--- src/include/nvb_pkg.sv ---
// Purpose: shared constants for the nonvolatile byte access controller
// Assumes: 8-bit special function register space, one clock
// Notes:   indices select registers on the core's data bus
package nvb_pkg;
	localparam int          NVB_DEPTH        = 128;
	localparam int          NVB_AW           = 7;
	localparam logic [7:0]  NVB_CTRL_OFF     = 8'h40;
	localparam logic [7:0]  NVB_CTRL_SECTION = 8'h01;
	localparam logic [7:0]  NVB_INDEX_OFF    = 8'h5A;
	localparam logic [7:0]  NVB_VALUE_OFF    = 8'h5B;
	localparam logic [7:0]  NVB_FLAG_OFF     = 8'h5C;
	localparam int          NVB_BIT_FETCH    = 0;
	localparam int          NVB_BIT_FETCH_EN = 1;
	localparam int          NVB_BIT_PROG     = 2;
	localparam int          NVB_BIT_PROG_EN  = 3;
	localparam int          NVB_BIT_DONE     = 0;
	localparam int          NVB_BIT_DONE_IE  = 1;
	localparam logic [7:0]  NVB_CTRL_RST     = 8'h00;
	localparam logic [7:0]  NVB_FLAG_RST     = 8'h00;
	localparam int          NVB_FETCH_CYC    = 2;
	localparam int          NVB_PROG_TICKS   = 40;
	localparam int          NVB_TIMER_DIV    = 7;
	typedef enum logic [1:0] {
		NVB_IDLE  = 2'b00,
		NVB_FETCH = 2'b01,
		NVB_PROG  = 2'b10
	} nvb_state_t;
endpackage : nvb_pkg

--- src/design/nvb_prog_timer.sv ---
// Purpose: free running program cycle timer, unrelated in phase to the core
// Assumes: ring oscillator modelled as enable pulses from a divider
// Notes:   o_done pulses once after the programmed number of ticks
`timescale 1ns/1ps
`default_nettype none
module nvb_prog_timer
	import nvb_pkg::*;
(
	input  wire logic i_mclk,
	input  wire logic i_nrst,
	input  wire logic i_start,
	output logic      o_done
);
	logic [3:0] div;
	logic [7:0] ticks;
	logic       run;
	wire        tick = (div == 4'(NVB_TIMER_DIV));

	// divider runs free, so completion is not a fixed count from start
	always_ff @(posedge i_mclk) begin
		if (!i_nrst || tick) div <= 4'h0;
		else div <= div + 4'h1;
	end

	always_ff @(posedge i_mclk) begin
		if (!i_nrst) begin
			run    <= 1'b0;
			ticks  <= 8'h00;
			o_done <= 1'b0;
		end else begin
			o_done <= 1'b0;
			if (i_start && !run) begin
				run   <= 1'b1;
				ticks <= 8'h00;
			end else if (run && tick) begin
				if (ticks == 8'(NVB_PROG_TICKS - 1)) begin
					run    <= 1'b0;
					o_done <= 1'b1;
				end else ticks <= ticks + 8'h01;
			end
		end
	end
endmodule : nvb_prog_timer
`default_nettype wire

--- src/design/nvb_array.sv ---
// Purpose: 128 by 8 nonvolatile byte array model
// Assumes: one byte per access, registered read
// Notes:   contents are not cleared by reset
`timescale 1ns/1ps
`default_nettype none
module nvb_array
	import nvb_pkg::*;
(
	input  wire logic              i_mclk,
	input  wire logic [NVB_AW-1:0] i_addr,
	input  wire logic              i_wr,
	input  wire logic [7:0]        i_wdata,
	output logic      [7:0]        o_rdata
);
	logic [7:0] mem [NVB_DEPTH];

	always_ff @(posedge i_mclk) begin
		if (i_wr) mem[i_addr] <= i_wdata;
		o_rdata <= mem[i_addr];
	end
endmodule : nvb_array

--- src/design/nvb_ctrl.sv ---
// Contract
// - 128 byte array, only via access registers
// - single byte transfers through three registers
// - index register seven bits, bit seven zero
// - value register carries eight data bits
// - fetch start ignored without fetch enable
// - read end clears fetch start, byte kept
// - value held until next read or write
// - program start ignored without program enable
// - write timed by free running timer
// - write end clears program start bit
// - interrupt available for write end
// - reset clears program enable
// - write end sets done and shared flags
//
// Purpose: byte access controller for the on-chip nonvolatile array
// Assumes: core bus strobes are one cycle, synchronous to i_mclk
// Notes:   control register decoded only through indirect_port1 with pointer1
`timescale 1ns/1ps
`default_nettype none
module nvb_ctrl
	import nvb_pkg::*;
(
	input  wire logic       i_mclk,
	input  wire logic       i_nrst,
	input  wire logic [7:0] i_addr,
	input  wire logic       i_indirect,
	input  wire logic [7:0] i_pointer1_low,
	input  wire logic [7:0] i_pointer1_high,
	input  wire logic       i_wr,
	input  wire logic       i_rd,
	input  wire logic [7:0] i_wdata,
	input  wire logic       i_mf_clear,
	output logic      [7:0] o_rdata,
	output logic            o_mf_flag,
	output logic            o_irq
);
	logic [7:0]   nv_byte_index;
	logic [7:0]   nv_byte_value;
	logic [3:0]   nv_access_control;
	logic         nv_done_flag;
	logic         nv_done_irq_enable;
	logic [1:0]   fcnt;
	logic [7:0]   arr_rdata;
	logic         prog_done;
	nvb_state_t   state;
	nvb_state_t   next_state;

	function automatic logic hit(input logic [7:0] a, input logic [7:0] off);
		hit = (a == off);
	endfunction : hit

	// control reachable only through the indirect port with pointer1 set
	wire ctrl_sel  = i_indirect && hit(i_pointer1_low, NVB_CTRL_OFF)
		&& hit(i_pointer1_high, NVB_CTRL_SECTION);
	wire index_sel = !i_indirect && hit(i_addr, NVB_INDEX_OFF);
	wire value_sel = !i_indirect && hit(i_addr, NVB_VALUE_OFF);
	wire flag_sel  = !i_indirect && hit(i_addr, NVB_FLAG_OFF);
	wire ctrl_wr   = i_wr && ctrl_sel;
	wire fetch_req = ctrl_wr && i_wdata[NVB_BIT_FETCH] && i_wdata[NVB_BIT_FETCH_EN];
	wire prog_req  = ctrl_wr && i_wdata[NVB_BIT_PROG]
		&& (i_wdata[NVB_BIT_PROG_EN] || nv_access_control[NVB_BIT_PROG_EN]);
	wire start_fetch = (state == NVB_IDLE) && fetch_req && !prog_req;
	wire start_prog  = (state == NVB_IDLE) && prog_req;
	wire fetch_end   = (state == NVB_FETCH) && (fcnt == 2'(NVB_FETCH_CYC - 1));
	wire prog_end    = (state == NVB_PROG) && prog_done;
	wire busy        = (state != NVB_IDLE);

	always_comb begin
		next_state = state;
		case (state)
			NVB_IDLE: begin
				if (start_prog) next_state = NVB_PROG;
				else if (start_fetch) next_state = NVB_FETCH;
			end
			NVB_FETCH: begin
				if (fetch_end) next_state = NVB_IDLE;
			end
			NVB_PROG: begin
				if (prog_end) next_state = NVB_IDLE;
			end
			default: next_state = NVB_IDLE;
		endcase
	end

	always_ff @(posedge i_mclk) begin
		if (!i_nrst) state <= NVB_IDLE;
		else state <= next_state;
	end

	always_ff @(posedge i_mclk) begin
		if (!i_nrst || state != NVB_FETCH) fcnt <= 2'b00;
		else fcnt <= fcnt + 2'b01;
	end

	nvb_array u_array (
		.i_mclk  (i_mclk),
		.i_addr  (nv_byte_index[NVB_AW-1:0]),
		.i_wr    (start_prog),
		.i_wdata (nv_byte_value),
		.o_rdata (arr_rdata)
	);

	nvb_prog_timer u_timer (
		.i_mclk  (i_mclk),
		.i_nrst  (i_nrst),
		.i_start (start_prog),
		.o_done  (prog_done)
	);

	// bus writes to index and value are ignored while a cycle is in flight; fetch end still loads value
	always_ff @(posedge i_mclk) begin
		if (!i_nrst) begin
			nv_byte_index <= 8'h00;
		end else if (i_wr && index_sel && !busy) begin
			nv_byte_index <= {1'b0, i_wdata[6:0]};
		end
	end

	always_ff @(posedge i_mclk) begin
		if (!i_nrst) begin
			nv_byte_value <= 8'h00;
		end else if (fetch_end) begin
			nv_byte_value <= arr_rdata;
		end else if (i_wr && value_sel && !busy) begin
			nv_byte_value <= i_wdata;
		end
	end

	always_ff @(posedge i_mclk) begin
		if (!i_nrst) begin
			nv_access_control <= NVB_CTRL_RST[3:0];
		end else begin
			if (ctrl_wr) begin
				nv_access_control[NVB_BIT_FETCH_EN] <= i_wdata[NVB_BIT_FETCH_EN];
				nv_access_control[NVB_BIT_PROG_EN]  <= i_wdata[NVB_BIT_PROG_EN];
			end
			if (start_fetch) nv_access_control[NVB_BIT_FETCH] <= 1'b1;
			else if (fetch_end) nv_access_control[NVB_BIT_FETCH] <= 1'b0;
			if (start_prog) nv_access_control[NVB_BIT_PROG] <= 1'b1;
			else if (prog_end) nv_access_control[NVB_BIT_PROG] <= 1'b0;
		end
	end

	// done flag: hardware set wins over software clear
	always_ff @(posedge i_mclk) begin
		if (!i_nrst) begin
			nv_done_flag       <= NVB_FLAG_RST[NVB_BIT_DONE];
			nv_done_irq_enable <= NVB_FLAG_RST[NVB_BIT_DONE_IE];
			o_mf_flag          <= 1'b0;
		end else begin
			if (i_wr && flag_sel) begin
				nv_done_flag       <= i_wdata[NVB_BIT_DONE];
				nv_done_irq_enable <= i_wdata[NVB_BIT_DONE_IE];
			end
			if (prog_end) nv_done_flag <= 1'b1;
			if (prog_end) o_mf_flag <= 1'b1;
			else if (i_mf_clear) o_mf_flag <= 1'b0;
		end
	end

	assign o_irq = nv_done_flag && nv_done_irq_enable && o_mf_flag;

	wire [7:0] rd_mux = ctrl_sel  ? {4'h0, nv_access_control}
		: index_sel ? nv_byte_index
		: value_sel ? nv_byte_value
		: flag_sel  ? {6'h00, nv_done_irq_enable, nv_done_flag}
		: 8'h00;

	always_ff @(posedge i_mclk) begin
		if (!i_nrst) o_rdata <= 8'h00;
		else if (i_rd) o_rdata <= rd_mux;
	end
endmodule : nvb_ctrl
`default_nettype wire

--- config.mk ---
export PLATFORM = sky130hd
export DESIGN_NAME = nvb_ctrl
export DESIGN_NICKNAME = d
export VERILOG_FILES = /design/src/include/nvb_pkg.sv /design/src/design/nvb_prog_timer.sv /design/src/design/nvb_array.sv /design/src/design/nvb_ctrl.sv
export SDC_FILE = /design/constraint.sdc
export NUM_CORES = 1
export LEC_CHECK = 0
export BUFFER_PORTS_ARGS = -buffer_cell sky130_fd_sc_hd__buf_2
export CAP_MARGIN = 20
export CORE_MARGIN = 2
export CORE_UTILIZATION = 50
export CTS_BUF_LIST = sky130_fd_sc_hd__clkbuf_4
export DETAILED_ROUTE_END_ITERATION = 12
export PLACE_DENSITY = 0.75
export RECOVER_POWER = 100
export SLEW_MARGIN = 15
export SYNTH_ARGS = -nofsm -noshare
export SYNTH_HDL_FRONTEND = slang
export SYNTH_SLANG_ARGS = --single-unit
--- constraint.sdc ---
create_clock -name i_mclk -period 7.6 [get_ports i_mclk]
set_input_delay 0.38 -clock i_mclk [delete_from_list [all_inputs] [get_ports i_mclk]]
set_output_delay 0.38 -clock i_mclk [all_outputs]
set_load 0.03 [all_outputs]
Word-level counts from Yosys, hierarchy flattened
Memories as Yosys holds them, arrays and structs flattened. A register that Yosys moved wholly into a read port is not among the register bits. Index checks and enable logic that the tools add are counted.

Memories: 1. Bits of input ports: 38. Register bits after elaboration: 48. Output and inout port bits: 10. Memory bits (writable): 1024. Word-level logic and storage cells: 107.

Eq/ne operators: 14. $add $sub $neg: 3. Mux-type cells: 25. Reduce and logical (&&, ||, !) cells: 46. Bitwise gates (word level): 3.

Memories: u_array.mem (words 128, width 8, read ports 1, clocked after Yosys merged registers in 1, wr ports 1, line nvb_array.sv:15) `logic [7:0] mem [NVB_DEPTH];`.

Operators with widths (count): $mux W8 (5); $eq A8 B7 Y1 const B (4); $logic_and A1 B1 Y1 (24); $reduce_bool A2 Y1 (8); $mux W1 (14); $mux W2 (5); $add A8 B1 Y8 const B (1); $eq A8 B1 Y1 const B (1); $eq A8 B6 Y1 const B (1); $pmux W2 S3 (1); $logic_not A1 Y1 (5); $add A4 B1 Y4 const B (1); $eq A2 B1 Y1 const B (2); $eq A4 B3 Y1 const B (1); $ne A2 B2 Y1 const B (2); $reduce_and A2 Y1 (2); $logic_or A1 B1 Y1 (3); $ne A3 B2 Y1 const B (1); $not A1 Y1 (3); $reduce_and A3 Y1 (1); $reduce_or A3 Y1 (1); $add A2 B1 Y2 const B (1); $eq A2 B2 Y1 const B (1); $logic_not A2 Y1 (1); 2 further kinds (2).

Longest topological paths before layout
Depth after elaboration: 11. Depth in mapped cells: 12. Depth with buffers taken out: 7.

Hierarchy
Synthesis repeated with hierarchy kept, for this count alone.

Cells, all modules: 2722. Area, all modules: 42789.8 um^2.

By module, submodules not included: nvb_array (sequential area each 30909.6 um^2, area an instance 40433.8 um^2, cells each 2475, instances 1); nvb_ctrl (sequential area each 680.7 um^2, area an instance 1721.7 um^2, cells each 179, instances 1); nvb_prog_timer (sequential area each 280.3 um^2, area an instance 634.4 um^2, cells each 68, instances 1).

Least setup slack after synthesis
No wires, ideal clock.

Kind: flip-flop to flip-flop. From: register nv_byte_index[2]. To: memory u_array.mem[60][0] (enable). Stages on the path, launching flop included: 10. Slack: 4.862 ns. Arrival time: 2.368 ns. Path buffers: 7. Data required time: 7.230 ns. Path through: dfxtp_1 > buf_2 > buf_2 > buf_2 > buf_2 > buf_2 > buf_2 > nand3_1 > clkbuf_1 > nor2_1.

RTL lines: from (decl) (line nvb_ctrl.sv:38) `logic [7:0] nv_byte_index;`; from (signal assigned) (line nvb_ctrl.sv:116) `nv_byte_index <= {1'b0, i_wdata[6:0]};`; to (decl) (line nvb_array.sv:15).

No word-level cell before the write port.

Worst setup path in the final report
From: register nv_byte_index[0]. To: memory u_array.mem[90][6] (enable).

No word-level cell before the write port.

==> results.json <==
{
  "post_drt_wl_per_cell_um": 30.8,
  "status": "complete, but fails checks",
  "area.growth.synth_to_final_pct": 11.2,
  "fillers": 6268,
  "setup_tns_ns": 0,
  "maxSlewHeadroom_pct": -120,
  "dr.first_iter.drc_count": 4576,
  "grt_antenna_before_repair": 3,
  "post_cts_hold_buffer_count": 34,
  "start_util_pct": 50.7,
  "post_synth_most_frequent_cells": "edfxtp_1 (1024), nor2_1 (206), mux4_2 (113)",
  "finalHoldViolCount": 0,
  "grt_setup_unrepaired": "no",
  "hold_path.class": "primary input to flip-flop",
  "syn_inst": 2406,
  "io-pin-count": 48,
  "finished_layout_cell_area_um2": 47200,
  "synth-edff-count": 1024,
  "synth.largest_area_cell": "edfxtp_1",
  "max_clock_freq_mhz": 173,
  "clock_insertion_delay_worst_skew_ns": 1.13,
  "wire_length_of_the_first_global_routing_pass_um": 176000,
  "power_density_nw_per_um2": 235,
  "critPathArrivalTime_ns": 6.49,
  "synthFlopType": "edfxtp_1",
  "vias": 26223,
  "worst_setup_hold_path_clk_slew_ns": 0.07,
  "endpoint_kind": "flip-flop",
  "power.ir.vdd_worst_v": 0.000125,
  "cts_root_buf": "clkbuf_4",
  "fin_nets": 2685,
  "setup-violations-final": 0,
  "synthesized_net_count": 2447,
  "drt.antenna.violating_nets": 0,
  "grt_max_degree": 141,
  "synth-warning-count": 0,
  "cts-buffers-inserted": 281,
  "cap_viol_max_count": 19,
  "timing.setup.critical_path_class": "flip-flop to flip-flop",
  "die_y_um": 295,
  "drive_gt1_share_pct": 24.6,
  "worst_pin_slew_ns": 3.30,
  "rows": 106,
  "die_width_um": 295,
  "gp_congestion": 0.924,
  "period_needed_ns": 5.78,
  "share_of_the_clock_period_used_by_the_worst_path_after_layout_pct": 76.1,
  "startpoint_type": "flip-flop",
  "clock_tree.buffer_depth": 4,
  "critical_path.max_fanout": 37,
  "timing_max_transition_violations_final": 718,
  "post_synth.cell_area_avg_um2": 17.6,
  "mappedNetlistArea_um2": 42500,
  "cellLeakagePower_nw": 15.1,
  "placed_cell_area_um2": 43700,
  "synth_sequential_area_ratio_pct": 75.1,
  "floorplan.die_area_um2": 87300,
  "tritoncts": "done",
  "route.final.wire_length_um": 122000,
  "gr-usage-all-layers_pct": 28.1,
  "yosys.cell_count.top_type": "edfxtp_1",
  "core_area_um2": 83800,
  "avgViaCountPerCell": 6.63,
  "violations": "max-capacitance violations, max-slew violations",
  "post_synth_main_area_contributors": "edfxtp_1 (72%), mux4_2 (6.0%), dfxtp_1 (2.6%), mux2_2 (2.3%), a221oi_1 (2.2%)",
  "post-route-drc-count": 0,
  "cts_num_sinks": 1080,
  "cts_max_level": 5,
  "detailedRoute.firstPassIterationCount": 6,
  "grt-ovfl-total": 0,
  "clock-skew-final_ns": 0.0673,
  "first_global_vias": 26170,
  "post-cts-setup-buffers": 0,
  "place.detailed.hpwl_um": 69700,
  "io_buffers": 47,
  "netlist-cell-type-count": 74,
  "ys_ff_latch": 1080,
  "yosysTopAreaCellShare_pct": 72.4,
  "worstPathRequired_ns": 8.31,
  "synth_async_sr_flop_share_pct": 0,
  "cts_resized": 0
}
kinds of logic (layout without fill, tap and decap cells):
group | count (synthesis) | count (layout) | share of synthesized area [%]
muxes | 291 | 291 | 10.4
xor gates and xnor gates | 8 | 8 | 0.165
other | 0 | 2 | 0
DFF | 1080 | 1080 | 75.1
AOI/OAI and AO/OA | 426 | 426 | 7.73
adders and majority gates | 3 | 3 | 0.0884
buffers and inverters | 180 | 596 | 2.05
and+or+nand+nor | 418 | 418 | 4.46
through the flow:
stage	hold slack, ns	instances	util, %	setup WS (ns)	power [W]
floorplan	0.398	2406	-	4.86	0.00656
global placement	0.407	3460	52.2	3.44	0.00657
detailed placement	0.411	3460	52.2	3.28	0.00658
CTS	0.00425	3955	56.4	3.56	0.0111
global route	0.0705	3957	56.4	1.75	0.0115
finish	0.0853	3958	56.4	1.82	0.0111
metal layers:
metal	share of wire (%)	track usage [%]	up-vias
met3	15	9.87	439
met4	5.8	15.7	4
li1	-	-	10465
met1	35	36.0	12855
met2	45	41.9	2460
met5	0.017	0	-
cell usage in the layout (no fill, tap or decap), types with 26 or more instances in the layout:
cell type	n
nand2_1	86
mux2_2	88
clkbuf_4	378
clkinv_1	68
dfxtp_1	53
mux2i_1	90
edfxtp_1	1024
buf_4	35
a221o_1	26
a21oi_1	47
dlygate4sd3_1	34
mux4_2	113
buf_2	36
a221oi_1	109
nor2_1	203
a22oi_1	47
o21ai_0	34
critical path, stage by stage, from the launching register on:
cell and delay, ns:
dfxtp_1 1.00, nor2b_1 1.59, buf_4 0.47, nand2_1 1.16, nor2_1 1.13
path summary, 6_finish.rpt:
kind                                  startpoint                  to  slack, ns  cells after the start
worst max-delay path            nv_byte_index[0]  u_array.mem[90][6]       1.82                      4
worst min-delay path                  i_wdata[6]    nv_byte_index[6]       0.09                      4
worst max register to register  nv_byte_index[0]  u_array.mem[90][6]       1.82                      4
worst min register to register           fcnt[0]             fcnt[0]       0.42                      1
state kept, by name (all words and copies together) (netlist names):
signal              cells
fcnt                    2
nv_access_control       4
nv_byte_index           7
nv_byte_value           8
nv_done_flag            1
nv_done_irq_enable      1
o_mf_flag               1
o_rdata                 8
state                   2
u_array.mem          1024
u_array.o_rdata         8
u_timer.div             4
u_timer.o_done          1
u_timer.run             1
u_timer.ticks           8
layout make-up:
| class | instances | area (um^2) | share of cell area, % |
|---|---|---|---|
| clock buffers | 378 | 2840 | 6.01 |
| inverters | 13 | 50.0 | 0.106 |
| well taps | 1134 | 1420 | 3.00 |
| multi-input cells | 1146 | 9760 | 20.7 |
| diodes | 2 | 5.00 | 0.0106 |
| clock inverters | 83 | 374 | 0.792 |
| flip-flops and latches | 1080 | 31900 | 67.5 |
| repair buffers | 122 | 917 | 1.94 |
power by group:
| group | switching, W | internal (W) |
|---|---|---|
| sequential | 0.00000277 | 0.00641 |
| clock | 0.00228 | 0.00237 |
| combinational | 0.0000253 | 0.0000231 |
| total | 0.00231 | 0.00880 |
(Power assumes the default switching activity.)
